===== config.mk =====
export PLATFORM = sky130hd
export DESIGN_NAME = vram_plane_write_and_pen_capture
export DESIGN_NICKNAME = d
export VERILOG_FILES = /design/src/vram_pen_pkg.sv /design/src/pen_link_if.sv /design/src/tc_reg_mem.sv /design/src/pen_capture.sv /design/src/vram_plane_write_and_pen_capture.sv
export SDC_FILE = /design/constraint.sdc
export NUM_CORES = 1
export LEC_CHECK = 0
export BUFFER_PORTS_ARGS = -buffer_cell sky130_fd_sc_hd__buf_2
export CAP_MARGIN = 15
export CORE_MARGIN = 1
export CORE_UTILIZATION = 50
export DETAILED_ROUTE_END_ITERATION = 8
export PLACE_DENSITY = 0.74
export SKIP_CTS_REPAIR_TIMING = 1
export SYNTH_ARGS = -nofsm -noshare
export SYNTH_HDL_FRONTEND = slang
export SYNTH_HIERARCHICAL = 1
export SYNTH_SLANG_ARGS = --single-unit

===== constraint.sdc =====
create_clock -name ref_clk -period 2.2 [get_ports ref_clk]
set_input_delay 0 -clock ref_clk [delete_from_list [all_inputs] [get_ports ref_clk]]
set_output_delay 0 -clock ref_clk [all_outputs]
set_load 0.1 [all_outputs]

===== src/vram_pen_pkg.sv =====
// Purpose: shared constants for the plane write control and pen capture block
// Assumes: eight bit i/o port bus, 20-bit cpu memory address
// Notes:   all port offsets, bit positions and reset values live here
package vram_pen_pkg;
  // i/o port decode
  localparam logic [7:0] PORT_VIDEO_CTRL  = 8'hD8;
  localparam logic [7:0] PORT_ADAPTER_A   = 8'hD9;
  localparam logic [7:0] PORT_ADDR_LATCH  = 8'hDA;
  localparam logic [7:0] PORT_ADAPTER_B   = 8'hDB;
  localparam logic [7:0] PORT_TC_INDEX    = 8'hDC;
  localparam logic [7:0] PORT_TC_DATA     = 8'hDD;
  // video control port fields, all active low
  localparam int VC_MASTER_BIT = 7;
  localparam int VC_LINK_LSB   = 4;  // link bit of plane p sits at 4 + p
  localparam int VC_FLASH_BIT  = 3;
  localparam int VC_SHOW_LSB   = 0;  // display enable of plane p sits at p
  // plane numbering: red 0, green 1, blue 2
  localparam int NUM_PLANES = 3;
  localparam logic [3:0] SEG_RED   = 4'hD;
  localparam logic [3:0] SEG_GREEN = 4'hE;
  localparam logic [3:0] SEG_BLUE  = 4'hC;
  // adapter port a and control b fields
  localparam int PA_SWITCH_BIT = 6;
  localparam int PA_CLEAR_BIT  = 7;
  localparam int CB_CLEAR_BIT  = 3;  // clear-screen, active high
  localparam int CB_FILL_BIT   = 2;  // fill level while clearing
  // reset values
  localparam logic [7:0] VIDEO_CTRL_RESET = 8'hFF;
  localparam logic [7:0] ADAPTER_RESET    = 8'h00;
  // timing controller register file
  localparam int         TC_NUM_REGS  = 18;
  localparam int         TC_IDX_W     = 5;
  localparam logic [4:0] TC_PEN_HIGH  = 5'h10;
  localparam logic [4:0] TC_PEN_LOW   = 5'h11;
  localparam int         MA_W         = 14;
  // pen position register layout and clear-screen fill bytes
  localparam int PEN_ROW_LSB = 4;
  localparam logic [7:0] FILL_ONES  = 8'hFF;
  localparam logic [7:0] FILL_ZEROS = 8'h00;
endpackage


===== src/pen_link_if.sv =====
// Purpose: carries the pen capture signals between the top and the capture unit
// Assumes: single clock domain ref_clk
// Notes:   pulses last one cycle, levels are registered
`timescale 1ns/1ps
interface pen_link_if;
  logic arm;           // capture enable from the clear bit, high = armed
  logic switch_state;  // synchronised pen switch level
  logic hit_strobe;    // pen hit strobe, level until disarmed
  logic ctrl_strobe;   // strobe toward the controller, level
  logic ctrl_rise;     // one-cycle pulse on ctrl_strobe rising
  logic delayed_rise;  // one-cycle pulse of the delayed pen strobe
  modport capture (input arm, output switch_state, hit_strobe, ctrl_strobe, ctrl_rise,
                   delayed_rise);
  modport host (output arm, input switch_state, hit_strobe, ctrl_strobe, ctrl_rise,
                delayed_rise);
endinterface


===== src/tc_reg_mem.sv =====
// Purpose: small register memory behind the timing controller data port
// Assumes: one write port and one read port on ref_clk
// Notes:   read data come from a register one cycle after the address
`timescale 1ns/1ps
module tc_reg_mem #(
  parameter int DEPTH = vram_pen_pkg::TC_NUM_REGS,
  parameter int AW    = vram_pen_pkg::TC_IDX_W,
  parameter int DW    = 8
) (
  input  wire logic          ref_clk,
  input  wire logic          reset,
  input  wire logic          we,
  input  wire logic [AW-1:0] waddr,
  input  wire logic [DW-1:0] wdata,
  input  wire logic [AW-1:0] raddr,
  output logic      [DW-1:0] rdata_q
);
  logic [DW-1:0] mem_q [DEPTH];  // storage, no reset so it maps to ram

  // write port; addresses past the depth are dropped
  always_ff @(posedge ref_clk) begin
    if (we && (int'(waddr) < DEPTH)) begin
      mem_q[waddr] <= wdata;
    end
  end

  // registered read; out of range reads as zero
  always_ff @(posedge ref_clk or posedge reset) begin
    if (reset) begin
      rdata_q <= '0;
    end else if (int'(raddr) < DEPTH) begin
      rdata_q <= mem_q[raddr];
    end else begin
      rdata_q <= '0;
    end
  end
endmodule


===== src/pen_capture.sv =====
// Purpose: light pen pulse conditioning, capture and strobe synchronisation
// Assumes: pen pins are asynchronous and pass two flip-flops first
// Notes:   capture flag is a set-only flop, held clear while disarmed
`timescale 1ns/1ps
module pen_capture (
  input  wire logic   ref_clk,
  input  wire logic   reset,
  input  wire logic   pen_pulse,
  input  wire logic   pen_invert,
  input  wire logic   pen_switch,
  pen_link_if.capture lk
);
  logic [1:0] pulse_sync_q;   // pen pulse synchroniser
  logic [1:0] inv_sync_q;     // polarity jumper synchroniser
  logic [1:0] sw_sync_q;      // pen switch synchroniser
  logic       cond_prev_q;    // conditioned pulse, one cycle back
  logic       cond_now;       // conditioned pulse, positive-going
  logic       hit_q;          // capture flag
  logic [1:0] video_sync_q;   // flag to controller strobe
  logic       delayed_q;      // third stage, one past the controller strobe, toward the pixel-side strobe
  logic       delayed_prev_q; // edge detect of delayed strobe

  // pin synchronisers; only the second stage is read by logic
  always_ff @(posedge ref_clk or posedge reset) begin
    if (reset) begin
      pulse_sync_q <= 2'h0;
      inv_sync_q   <= 2'h0;
      sw_sync_q    <= 2'h0;
    end else begin
      pulse_sync_q <= {pulse_sync_q[0], pen_pulse};
      inv_sync_q   <= {inv_sync_q[0], pen_invert};
      sw_sync_q    <= {sw_sync_q[0], pen_switch};
    end
  end

  // jumper picks the polarity so a rising edge always means a hit
  assign cond_now = pulse_sync_q[1] ^ inv_sync_q[1];

  always_ff @(posedge ref_clk or posedge reset) begin
    if (reset) begin
      cond_prev_q <= 1'b0;
    end else begin
      cond_prev_q <= cond_now;
    end
  end

  // capture flag: data tied high, clocked by the pen edge, cleared while disarmed
  always_ff @(posedge ref_clk or posedge reset) begin
    if (reset) begin
      hit_q <= 1'b0;
    end else if (!lk.arm) begin
      hit_q <= 1'b0;
    end else if (cond_now && !cond_prev_q) begin
      hit_q <= 1'b1;  // once set further edges change nothing
    end
  end

  // two stages toward the controller strobe, one more for the delayed strobe
  always_ff @(posedge ref_clk or posedge reset) begin
    if (reset) begin
      video_sync_q   <= 2'h0;
      delayed_q      <= 1'b0;
      delayed_prev_q <= 1'b0;
    end else begin
      video_sync_q   <= {video_sync_q[0], hit_q};
      delayed_q      <= video_sync_q[1];
      delayed_prev_q <= delayed_q;
    end
  end

  assign lk.switch_state = sw_sync_q[1];
  assign lk.hit_strobe   = hit_q;
  assign lk.ctrl_strobe  = video_sync_q[1];
  assign lk.ctrl_rise    = video_sync_q[1] && !delayed_q;
  assign lk.delayed_rise = delayed_q && !delayed_prev_q;
endmodule


===== src/vram_plane_write_and_pen_capture.sv =====
// Purpose: cpu access control for three video planes, clear-screen, pen capture
// Assumes: cpu drives one-cycle io and memory strobes on ref_clk
// Notes:   io and memory read data appear one cycle after the strobe
`timescale 1ns/1ps
module vram_plane_write_and_pen_capture (
  input  wire logic                         ref_clk,
  input  wire logic                         reset,
  // cpu i/o port access
  input  wire logic [7:0]                   io_addr,
  input  wire logic [7:0]                   io_wdata,
  input  wire logic                         io_wr,
  input  wire logic                         io_rd,
  output logic      [7:0]                   io_rdata,
  // cpu memory access
  input  wire logic [19:0]                  mem_addr,
  input  wire logic [7:0]                   mem_wdata,
  input  wire logic                         mem_wr,
  input  wire logic                         mem_rd,
  output logic      [7:0]                   mem_rdata,
  output logic                              phantom,
  // video plane memories
  output logic      [15:0]                  plane_addr,
  output logic      [7:0]                   plane_wdata,
  output logic      [2:0]                   plane_we,
  input  wire logic [2:0][7:0]              plane_rdata,
  // display side
  input  wire logic [13:0]                  refresh_memory_address,
  input  wire logic [3:0]                   row_scan_address,
  input  wire logic [2:0]                   pixel_position_count,
  input  wire logic [2:0]                   pixel_in,
  output logic      [2:0]                   rgb_out,
  output logic                              controller_pen_strobe_input,
  // light pen pins and jumper
  input  wire logic                         pen_pulse,
  input  wire logic                         pen_switch,
  input  wire logic                         pen_invert,
  output logic      [7:0]                   pen_position
);
  localparam int NP = vram_pen_pkg::NUM_PLANES;

  logic [7:0]          video_ctrl_q;    // video control port, active low bits
  logic [7:0]          port_a_q;        // adapter port a written bits
  logic [7:0]          addr_latch_q;    // adapter address latch
  logic [7:0]          port_b_q;        // adapter control b
  logic [7:0]          tc_index_q;      // timing controller index
  logic [vram_pen_pkg::MA_W-1:0] pen_addr_q;  // latched refresh address
  logic [7:0]          pen_pos_q;       // scan line and pixel position
  logic [7:0]          io_rdata_q;      // io read data register
  logic [7:0]          mem_rdata_q;     // memory read data register
  logic [2:0]          rgb_q;           // colour output register
  logic [7:0]          tc_rdata;        // register memory read data
  logic                tc_we;           // register memory write strobe
  logic                clearing;        // clear-screen active
  logic                cpu_enabled;     // master enable decoded
  logic [NP-1:0]       target;          // one-hot addressed plane
  logic                plane_hit;       // address falls in a plane segment
  logic [NP-1:0]       write_mask;      // planes written by a cpu write
  logic [1:0]          rd_sel;          // plane index for reads

  pen_link_if lk ();

  pen_capture u_pen (
    .ref_clk    (ref_clk),
    .reset      (reset),
    .pen_pulse  (pen_pulse),
    .pen_invert (pen_invert),
    .pen_switch (pen_switch),
    .lk         (lk.capture)
  );

  // the clear bit of port a arms the capture flag
  assign lk.arm = port_a_q[vram_pen_pkg::PA_CLEAR_BIT];

  tc_reg_mem #(
    .DEPTH (vram_pen_pkg::TC_NUM_REGS),
    .AW    (vram_pen_pkg::TC_IDX_W),
    .DW    (8)
  ) u_tc_mem (
    .ref_clk (ref_clk),
    .reset   (reset),
    .we      (tc_we),
    .waddr   (tc_index_q[vram_pen_pkg::TC_IDX_W-1:0]),
    .wdata   (io_wdata),
    .raddr   (tc_index_q[vram_pen_pkg::TC_IDX_W-1:0]),
    .rdata_q (tc_rdata)
  );

  // pen address registers are read only, so cpu writes to them are dropped
  assign tc_we = io_wr && (io_addr == vram_pen_pkg::PORT_TC_DATA)
                 && (tc_index_q[vram_pen_pkg::TC_IDX_W-1:0] != vram_pen_pkg::TC_PEN_HIGH)
                 && (tc_index_q[vram_pen_pkg::TC_IDX_W-1:0] != vram_pen_pkg::TC_PEN_LOW);

  // io port writes, one register per decoded port
  always_ff @(posedge ref_clk or posedge reset) begin
    if (reset) begin
      video_ctrl_q <= vram_pen_pkg::VIDEO_CTRL_RESET;
      port_a_q     <= vram_pen_pkg::ADAPTER_RESET;
      addr_latch_q <= vram_pen_pkg::ADAPTER_RESET;
      port_b_q     <= vram_pen_pkg::ADAPTER_RESET;
      tc_index_q   <= vram_pen_pkg::ADAPTER_RESET;
    end else if (io_wr) begin
      if (io_addr == vram_pen_pkg::PORT_VIDEO_CTRL) begin
        video_ctrl_q <= io_wdata;
      end else if (io_addr == vram_pen_pkg::PORT_ADAPTER_A) begin
        port_a_q <= io_wdata;
      end else if (io_addr == vram_pen_pkg::PORT_ADDR_LATCH) begin
        addr_latch_q <= io_wdata;
      end else if (io_addr == vram_pen_pkg::PORT_ADAPTER_B) begin
        port_b_q <= io_wdata;
      end else if (io_addr == vram_pen_pkg::PORT_TC_INDEX) begin
        tc_index_q <= io_wdata;
      end
    end
  end

  // io reads are registered; unmapped ports read as zero
  always_ff @(posedge ref_clk or posedge reset) begin
    if (reset) begin
      io_rdata_q <= 8'h00;
    end else if (io_rd) begin
      if (io_addr == vram_pen_pkg::PORT_VIDEO_CTRL) begin
        io_rdata_q <= video_ctrl_q;
      end else if (io_addr == vram_pen_pkg::PORT_ADAPTER_A) begin
        // switch level replaces the stored bit six
        io_rdata_q <= {port_a_q[7], lk.switch_state, port_a_q[5:0]};
      end else if (io_addr == vram_pen_pkg::PORT_ADDR_LATCH) begin
        // the pen position register answers reads of this port
        io_rdata_q <= pen_pos_q;
      end else if (io_addr == vram_pen_pkg::PORT_ADAPTER_B) begin
        io_rdata_q <= port_b_q;
      end else if (io_addr == vram_pen_pkg::PORT_TC_INDEX) begin
        io_rdata_q <= tc_index_q;
      end else if (io_addr == vram_pen_pkg::PORT_TC_DATA) begin
        if (tc_index_q[vram_pen_pkg::TC_IDX_W-1:0] == vram_pen_pkg::TC_PEN_HIGH) begin
          io_rdata_q <= {2'h0, pen_addr_q[13:8]};
        end else if (tc_index_q[vram_pen_pkg::TC_IDX_W-1:0] == vram_pen_pkg::TC_PEN_LOW) begin
          io_rdata_q <= pen_addr_q[7:0];
        end else begin
          io_rdata_q <= tc_rdata;
        end
      end else begin
        io_rdata_q <= 8'h00;
      end
    end
  end

  // controller side: refresh address latched on the synchronised strobe edge
  always_ff @(posedge ref_clk or posedge reset) begin
    if (reset) begin
      pen_addr_q <= '0;
    end else if (lk.ctrl_rise) begin
      pen_addr_q <= refresh_memory_address;
    end
  end

  // pen position: held between delayed strobes, reads never disturb it
  always_ff @(posedge ref_clk or posedge reset) begin
    if (reset) begin
      pen_pos_q <= 8'h00;
    end else if (lk.delayed_rise) begin
      pen_pos_q[7:vram_pen_pkg::PEN_ROW_LSB] <= row_scan_address;
      pen_pos_q[3]                           <= 1'b0;
      pen_pos_q[2:0]                         <= pixel_position_count;
    end
  end

  // decode of the cpu memory address into one plane
  always_comb begin
    target    = '0;
    rd_sel    = 2'd0;
    plane_hit = 1'b1;
    if (mem_addr[19:16] == vram_pen_pkg::SEG_RED) begin
      target = 3'b001;
      rd_sel = 2'd0;
    end else if (mem_addr[19:16] == vram_pen_pkg::SEG_GREEN) begin
      target = 3'b010;
      rd_sel = 2'd1;
    end else if (mem_addr[19:16] == vram_pen_pkg::SEG_BLUE) begin
      target = 3'b100;
      rd_sel = 2'd2;
    end else begin
      plane_hit = 1'b0;
    end
  end

  assign clearing    = port_b_q[vram_pen_pkg::CB_CLEAR_BIT];
  // clear-screen takes the planes away from the cpu whatever the master bit says
  assign cpu_enabled = !video_ctrl_q[vram_pen_pkg::VC_MASTER_BIT] && !clearing;

  // a zero link bit pulls that plane into every cpu write; links never touch reads
  generate
    for (genvar p = 0; p < NP; p++) begin : g_link
      assign write_mask[p] = target[p]
                             || !video_ctrl_q[vram_pen_pkg::VC_LINK_LSB + p];
    end
  endgenerate

  // plane port: clear-screen owns it, otherwise an enabled cpu write
  always_comb begin
    if (clearing) begin
      // displayed byte address: character address times sixteen plus scan line
      plane_addr  = {refresh_memory_address[11:0], row_scan_address};
      plane_wdata = port_b_q[vram_pen_pkg::CB_FILL_BIT] ? vram_pen_pkg::FILL_ONES
                                                         : vram_pen_pkg::FILL_ZEROS;
      plane_we    = 3'b111;
    end else begin
      plane_addr  = mem_addr[15:0];
      plane_wdata = mem_wdata;
      plane_we    = (mem_wr && plane_hit && cpu_enabled) ? write_mask : 3'b000;
    end
  end

  // phantom marks any enabled access to a plane
  assign phantom = cpu_enabled && plane_hit && (mem_wr || mem_rd);

  // reads return the single addressed plane only
  always_ff @(posedge ref_clk or posedge reset) begin
    if (reset) begin
      mem_rdata_q <= 8'h00;
    end else if (mem_rd && plane_hit && cpu_enabled) begin
      mem_rdata_q <= plane_rdata[rd_sel];
    end
  end

  // display colour: never gated by the master bit, so refresh continues
  always_ff @(posedge ref_clk or posedge reset) begin
    if (reset) begin
      rgb_q <= 3'b000;
    end else if (clearing) begin
      rgb_q <= {NP{port_b_q[vram_pen_pkg::CB_FILL_BIT]}};
    end else if (!video_ctrl_q[vram_pen_pkg::VC_FLASH_BIT]) begin
      // flash forces the enabled colours regardless of memory contents
      rgb_q <= ~video_ctrl_q[2:0];
    end else begin
      rgb_q <= pixel_in & ~video_ctrl_q[2:0];
    end
  end

  assign io_rdata                    = io_rdata_q;
  assign mem_rdata                   = mem_rdata_q;
  assign rgb_out                     = rgb_q;
  assign controller_pen_strobe_input = lk.ctrl_strobe;
  assign pen_position                = pen_pos_q;
endmodule


==> impl_metrics.env <==
export IMPL_dr_pass1_iters=5
export IMPL_fin_cells=1171
export IMPL_synth_edf_count=144
export IMPL_start_kind="flop"
export IMPL_r2r_start="tc_index_q[1]"
export IMPL_critical_path_max_stage_delay_ps=550
export IMPL_max_cap_violations=0
export IMPL_r2r_slack_ps=80
export IMPL_min_period_over_period=0.962
export IMPL_ys_types=67
export IMPL_synth_top_family_by_area="multiplexers"
export IMPL_worstPathCellList="or4b_4 > and4_4 > nor2b_1 > buf_4 > nand3b_1 > nor2_1 > buf_4"
export IMPL_routabilityCongestion=0.885
export IMPL_insertedDiodeCount=0
export IMPL_first_global_vias=6871
export IMPL_ys_warn_count=6
export IMPL_postSynthAreaPerCell_um2=15.6
export IMPL_h_tree_depth=1
export IMPL_slowest_stage="or4b_4"
export IMPL_drc_errors=0
export IMPL_path_delay_family="simple AND/OR/NAND/NOR gates"
export IMPL_cp_depth=7
export IMPL_port_buffers=155
export IMPL_r2r_end="u_tc_mem/mem_q[7][5]"
export IMPL_worstRegToRegCells=7
export IMPL_synthMuxAreaShare=0.189
export IMPL_cts_buffer_depth=3
export IMPL_power_leakage_uw=0.00527
export IMPL_die_area_um2=21300
export IMPL_cp_end_kind="flop"
export IMPL_crit_path_end="u_tc_mem/mem_q[7][5]"
export IMPL_ant_nets=0
export IMPL_clock_insertion_delay_worst_skew_ps=500
export IMPL_dr_total_vias=6686
export IMPL_grt_pass1_wl_um=38200
export IMPL_synth_compound_area_frac=0.0718
export IMPL_required_ps=2470
export IMPL_fin_util=0.642
export IMPL_timing_fmax_ghz=0.472
export IMPL_crit_type="flop to flop"
export IMPL_placementRows=52
export IMPL_drt_iter0_markers=597
export IMPL_irDropWorstVdd_v=0.000565
export IMPL_violations="negative hold slack"
export IMPL_synth_seq_cells=235
export IMPL_synth_simple_area_share=0.0667
export IMPL_placed_cells=1090
export IMPL_finClkSkew_ps=10.9
export IMPL_core_area_um2=20200
export IMPL_cts_buffers=23
export IMPL_cp_max_fo=8
export IMPL_cts_sinks=235
export IMPL_wl_um=25400
export IMPL_fin_ws_ps=82.7
export IMPL_power_density_nw_per_um2=825
export IMPL_synth_main_ff_cell="edfxtp_1"
export IMPL_holdCritPathClass="input pin to flop"
export IMPL_via_per_inst=5.71
export IMPL_groute_usage_overall=0.236
export IMPL_drv_slew=0
export IMPL_synthArstFlopShare=0.387
export IMPL_dieHeight_um=146
export IMPL_tightestPinTransition_ps=744
export IMPL_crit_start="tc_index_q[1]"
export IMPL_pre_cts_ws_ps=35.4
export IMPL_overflow=0
export IMPL_yosys_area_share_adder=0
export IMPL_wire_per_inst_um=21.7
export IMPL_antenna_found_initial=0
export IMPL_drive_above_1_share=0.383
export IMPL_syn_num_nets=765
export IMPL_hold_path_depth=4
export IMPL_maxSlewHeadroom=0.502
export IMPL_layout_nets=986
export IMPL_cts_root_buf="clkbuf_16"
export IMPL_synthXorXnorAreaFrac=0.000847
export IMPL_start_util=0.511
export IMPL_setup_viol_count_final=0
export IMPL_cts_tree="yes"
export IMPL_critPathBufInv=2
export IMPL_post_route_min_period_ps=2120
export IMPL_arrival_ps=2380
export IMPL_path_clk_slew_ps=60
export IMPL_crit_top_cell="buf_4"
export IMPL_hold_violations=7
export IMPL_ys_seq_area_frac=0.640
export IMPL_synth_cells=664
export IMPL_syn_to_final_growth_pct=25.7
export IMPL_hold_ws_ps=-31.3
export IMPL_place_hpwl_um=16800
export IMPL_syn_cell_area_um2=10300
export IMPL_die_w_um=146
export IMPL_power_uw=10700
export IMPL_grt_max_degree=54
export IMPL_ioPinCount=157
export IMPL_status="complete, but fails checks"
==> cells in the final DEF, fill, tap and decap left out, types with 15 or more instances in the layout <==
cell type / n
a221oi_1: 15
buf_12: 19
buf_2: 138
buf_4: 40
clkbuf_16: 23
dfrtp_1: 81
dlygate4sd3_1: 38
edfxtp_1: 144
inv_1: 18
mux2_2: 65
mux2i_1: 53
nand2_1: 23
nor2_1: 25
o21ai_0: 16
==> logic make-up after synthesis <==
kind of cell,Yosys count
compound gates,100
xor+xnor,1
buf+inv,60
flops,235
mux,149
other cells,1
simple gates,118
==> worst min-delay path by stage <==
stage,slack (ps),to,startpoint
after floorplan,-180,u_tc_mem/rdata_q[0],reset
after global placement,-9,u_tc_mem/rdata_q[4],reset
after detailed placement,-3,u_tc_mem/rdata_q[0],reset
after CTS,-530,u_tc_mem/rdata_q[0],reset
after global routing,4,mem_rdata[0],plane_rdata[8]
final,-30,mem_rdata[0],plane_rdata[8]
==> Yosys cell counts, types with 4 or more instances <==
library cell / number / area share
a211oi_1: 14 / 0.010
a21o_1: 14 / 0.010
a221o_1: 4 / 0.0039
a221oi_1: 15 / 0.013
buf_2: 12 / 0.0058
buf_4: 4 / 0.0029
buf_6: 5 / 0.0054
clkbuf_1: 14 / 0.0051
dfrtp_1: 83 / 0.20
dfstp_2: 8 / 0.020
edfxtp_1: 144 / 0.42
inv_1: 19 / 0.0069
mux2_1: 5 / 0.0054
mux2_2: 65 / 0.071
mux2i_1: 53 / 0.051
mux4_1: 12 / 0.031
mux4_2: 14 / 0.031
nand2_1: 23 / 0.0084
nand2b_1: 9 / 0.0054
nand3_1: 5 / 0.0024
nand4_1: 4 / 0.0024
nor2_1: 25 / 0.0091
nor2b_1: 14 / 0.0085
nor3_1: 7 / 0.0034
o21ai_0: 17 / 0.0082
o21ai_1: 5 / 0.0024
o22a_1: 6 / 0.0051
o31ai_1: 4 / 0.0029
==> layout make-up <==
| class | count | area, um2 |
|---|---|---|
| clock inverter | 13 | 171 |
| multi-input combinational | 369 | 3420 |
| timing repair buffer | 236 | 1760 |
| tap | 270 | 338 |
| inverter | 20 | 75.1 |
| fill | 1434 | 7250 |
| clock buffer | 28 | 604 |
| sequential | 235 | 6610 |
==> layer usage <==
| metal | part of all wire | GRT usage | routed length (um) | vias to the layer above |
|---|---|---|---|---|
| li1 | - | - | - | 3005 |
| met1 | 0.40 | 0.297 | 10100 | 3349 |
| met2 | 0.51 | 0.415 | 12900 | 278 |
| met3 | 0.066 | 0.0395 | 1680 | 54 |
| met4 | 0.026 | 0.0768 | 660 | 0 |
| met5 | 0 | 0 | 0 | - |
==> report_power, final <==
part	switching, uW	total, uW	internal, uW	leakage (uW)
Clock	1590	4020	2430	0.000377
Combinational	1190	1720	531	0.00244
Sequential	107	4970	4870	0.00245
Total	2890	10700	7820	0.00527
==> per-stage QoR <==
stage,instance area (um2),setup TNS [ps]
4_1_cts,12600,-1000
6_report,13000,0
2_1_floorplan,10400,-4350
3_5_place_dp,11800,0
3_3_place_gp,11800,0
5_1_grt,13000,-27.6
==> state kept, by name (all words and copies together) (netlist names), 3 cells and up <==
name,flops
pen_addr_q,14
rgb_out,3
tc_index_q,8
mem_rdata,8
port_b_q,8
port_a_q,7
u_tc_mem/mem_q,144
u_tc_mem/rdata_q,8
pen_position,7
video_ctrl_q,8
io_rdata,8
==> worst register-to-register path, stage by stage (launching register included) <==
cell and delay, ps:
dfrtp_1 390, or4b_4 550, and4_4 210, nor2b_1 130
buf_4 150, nand3b_1 190, nor2_1 80, buf_4 180
Power figures use the tool's default switching activity.
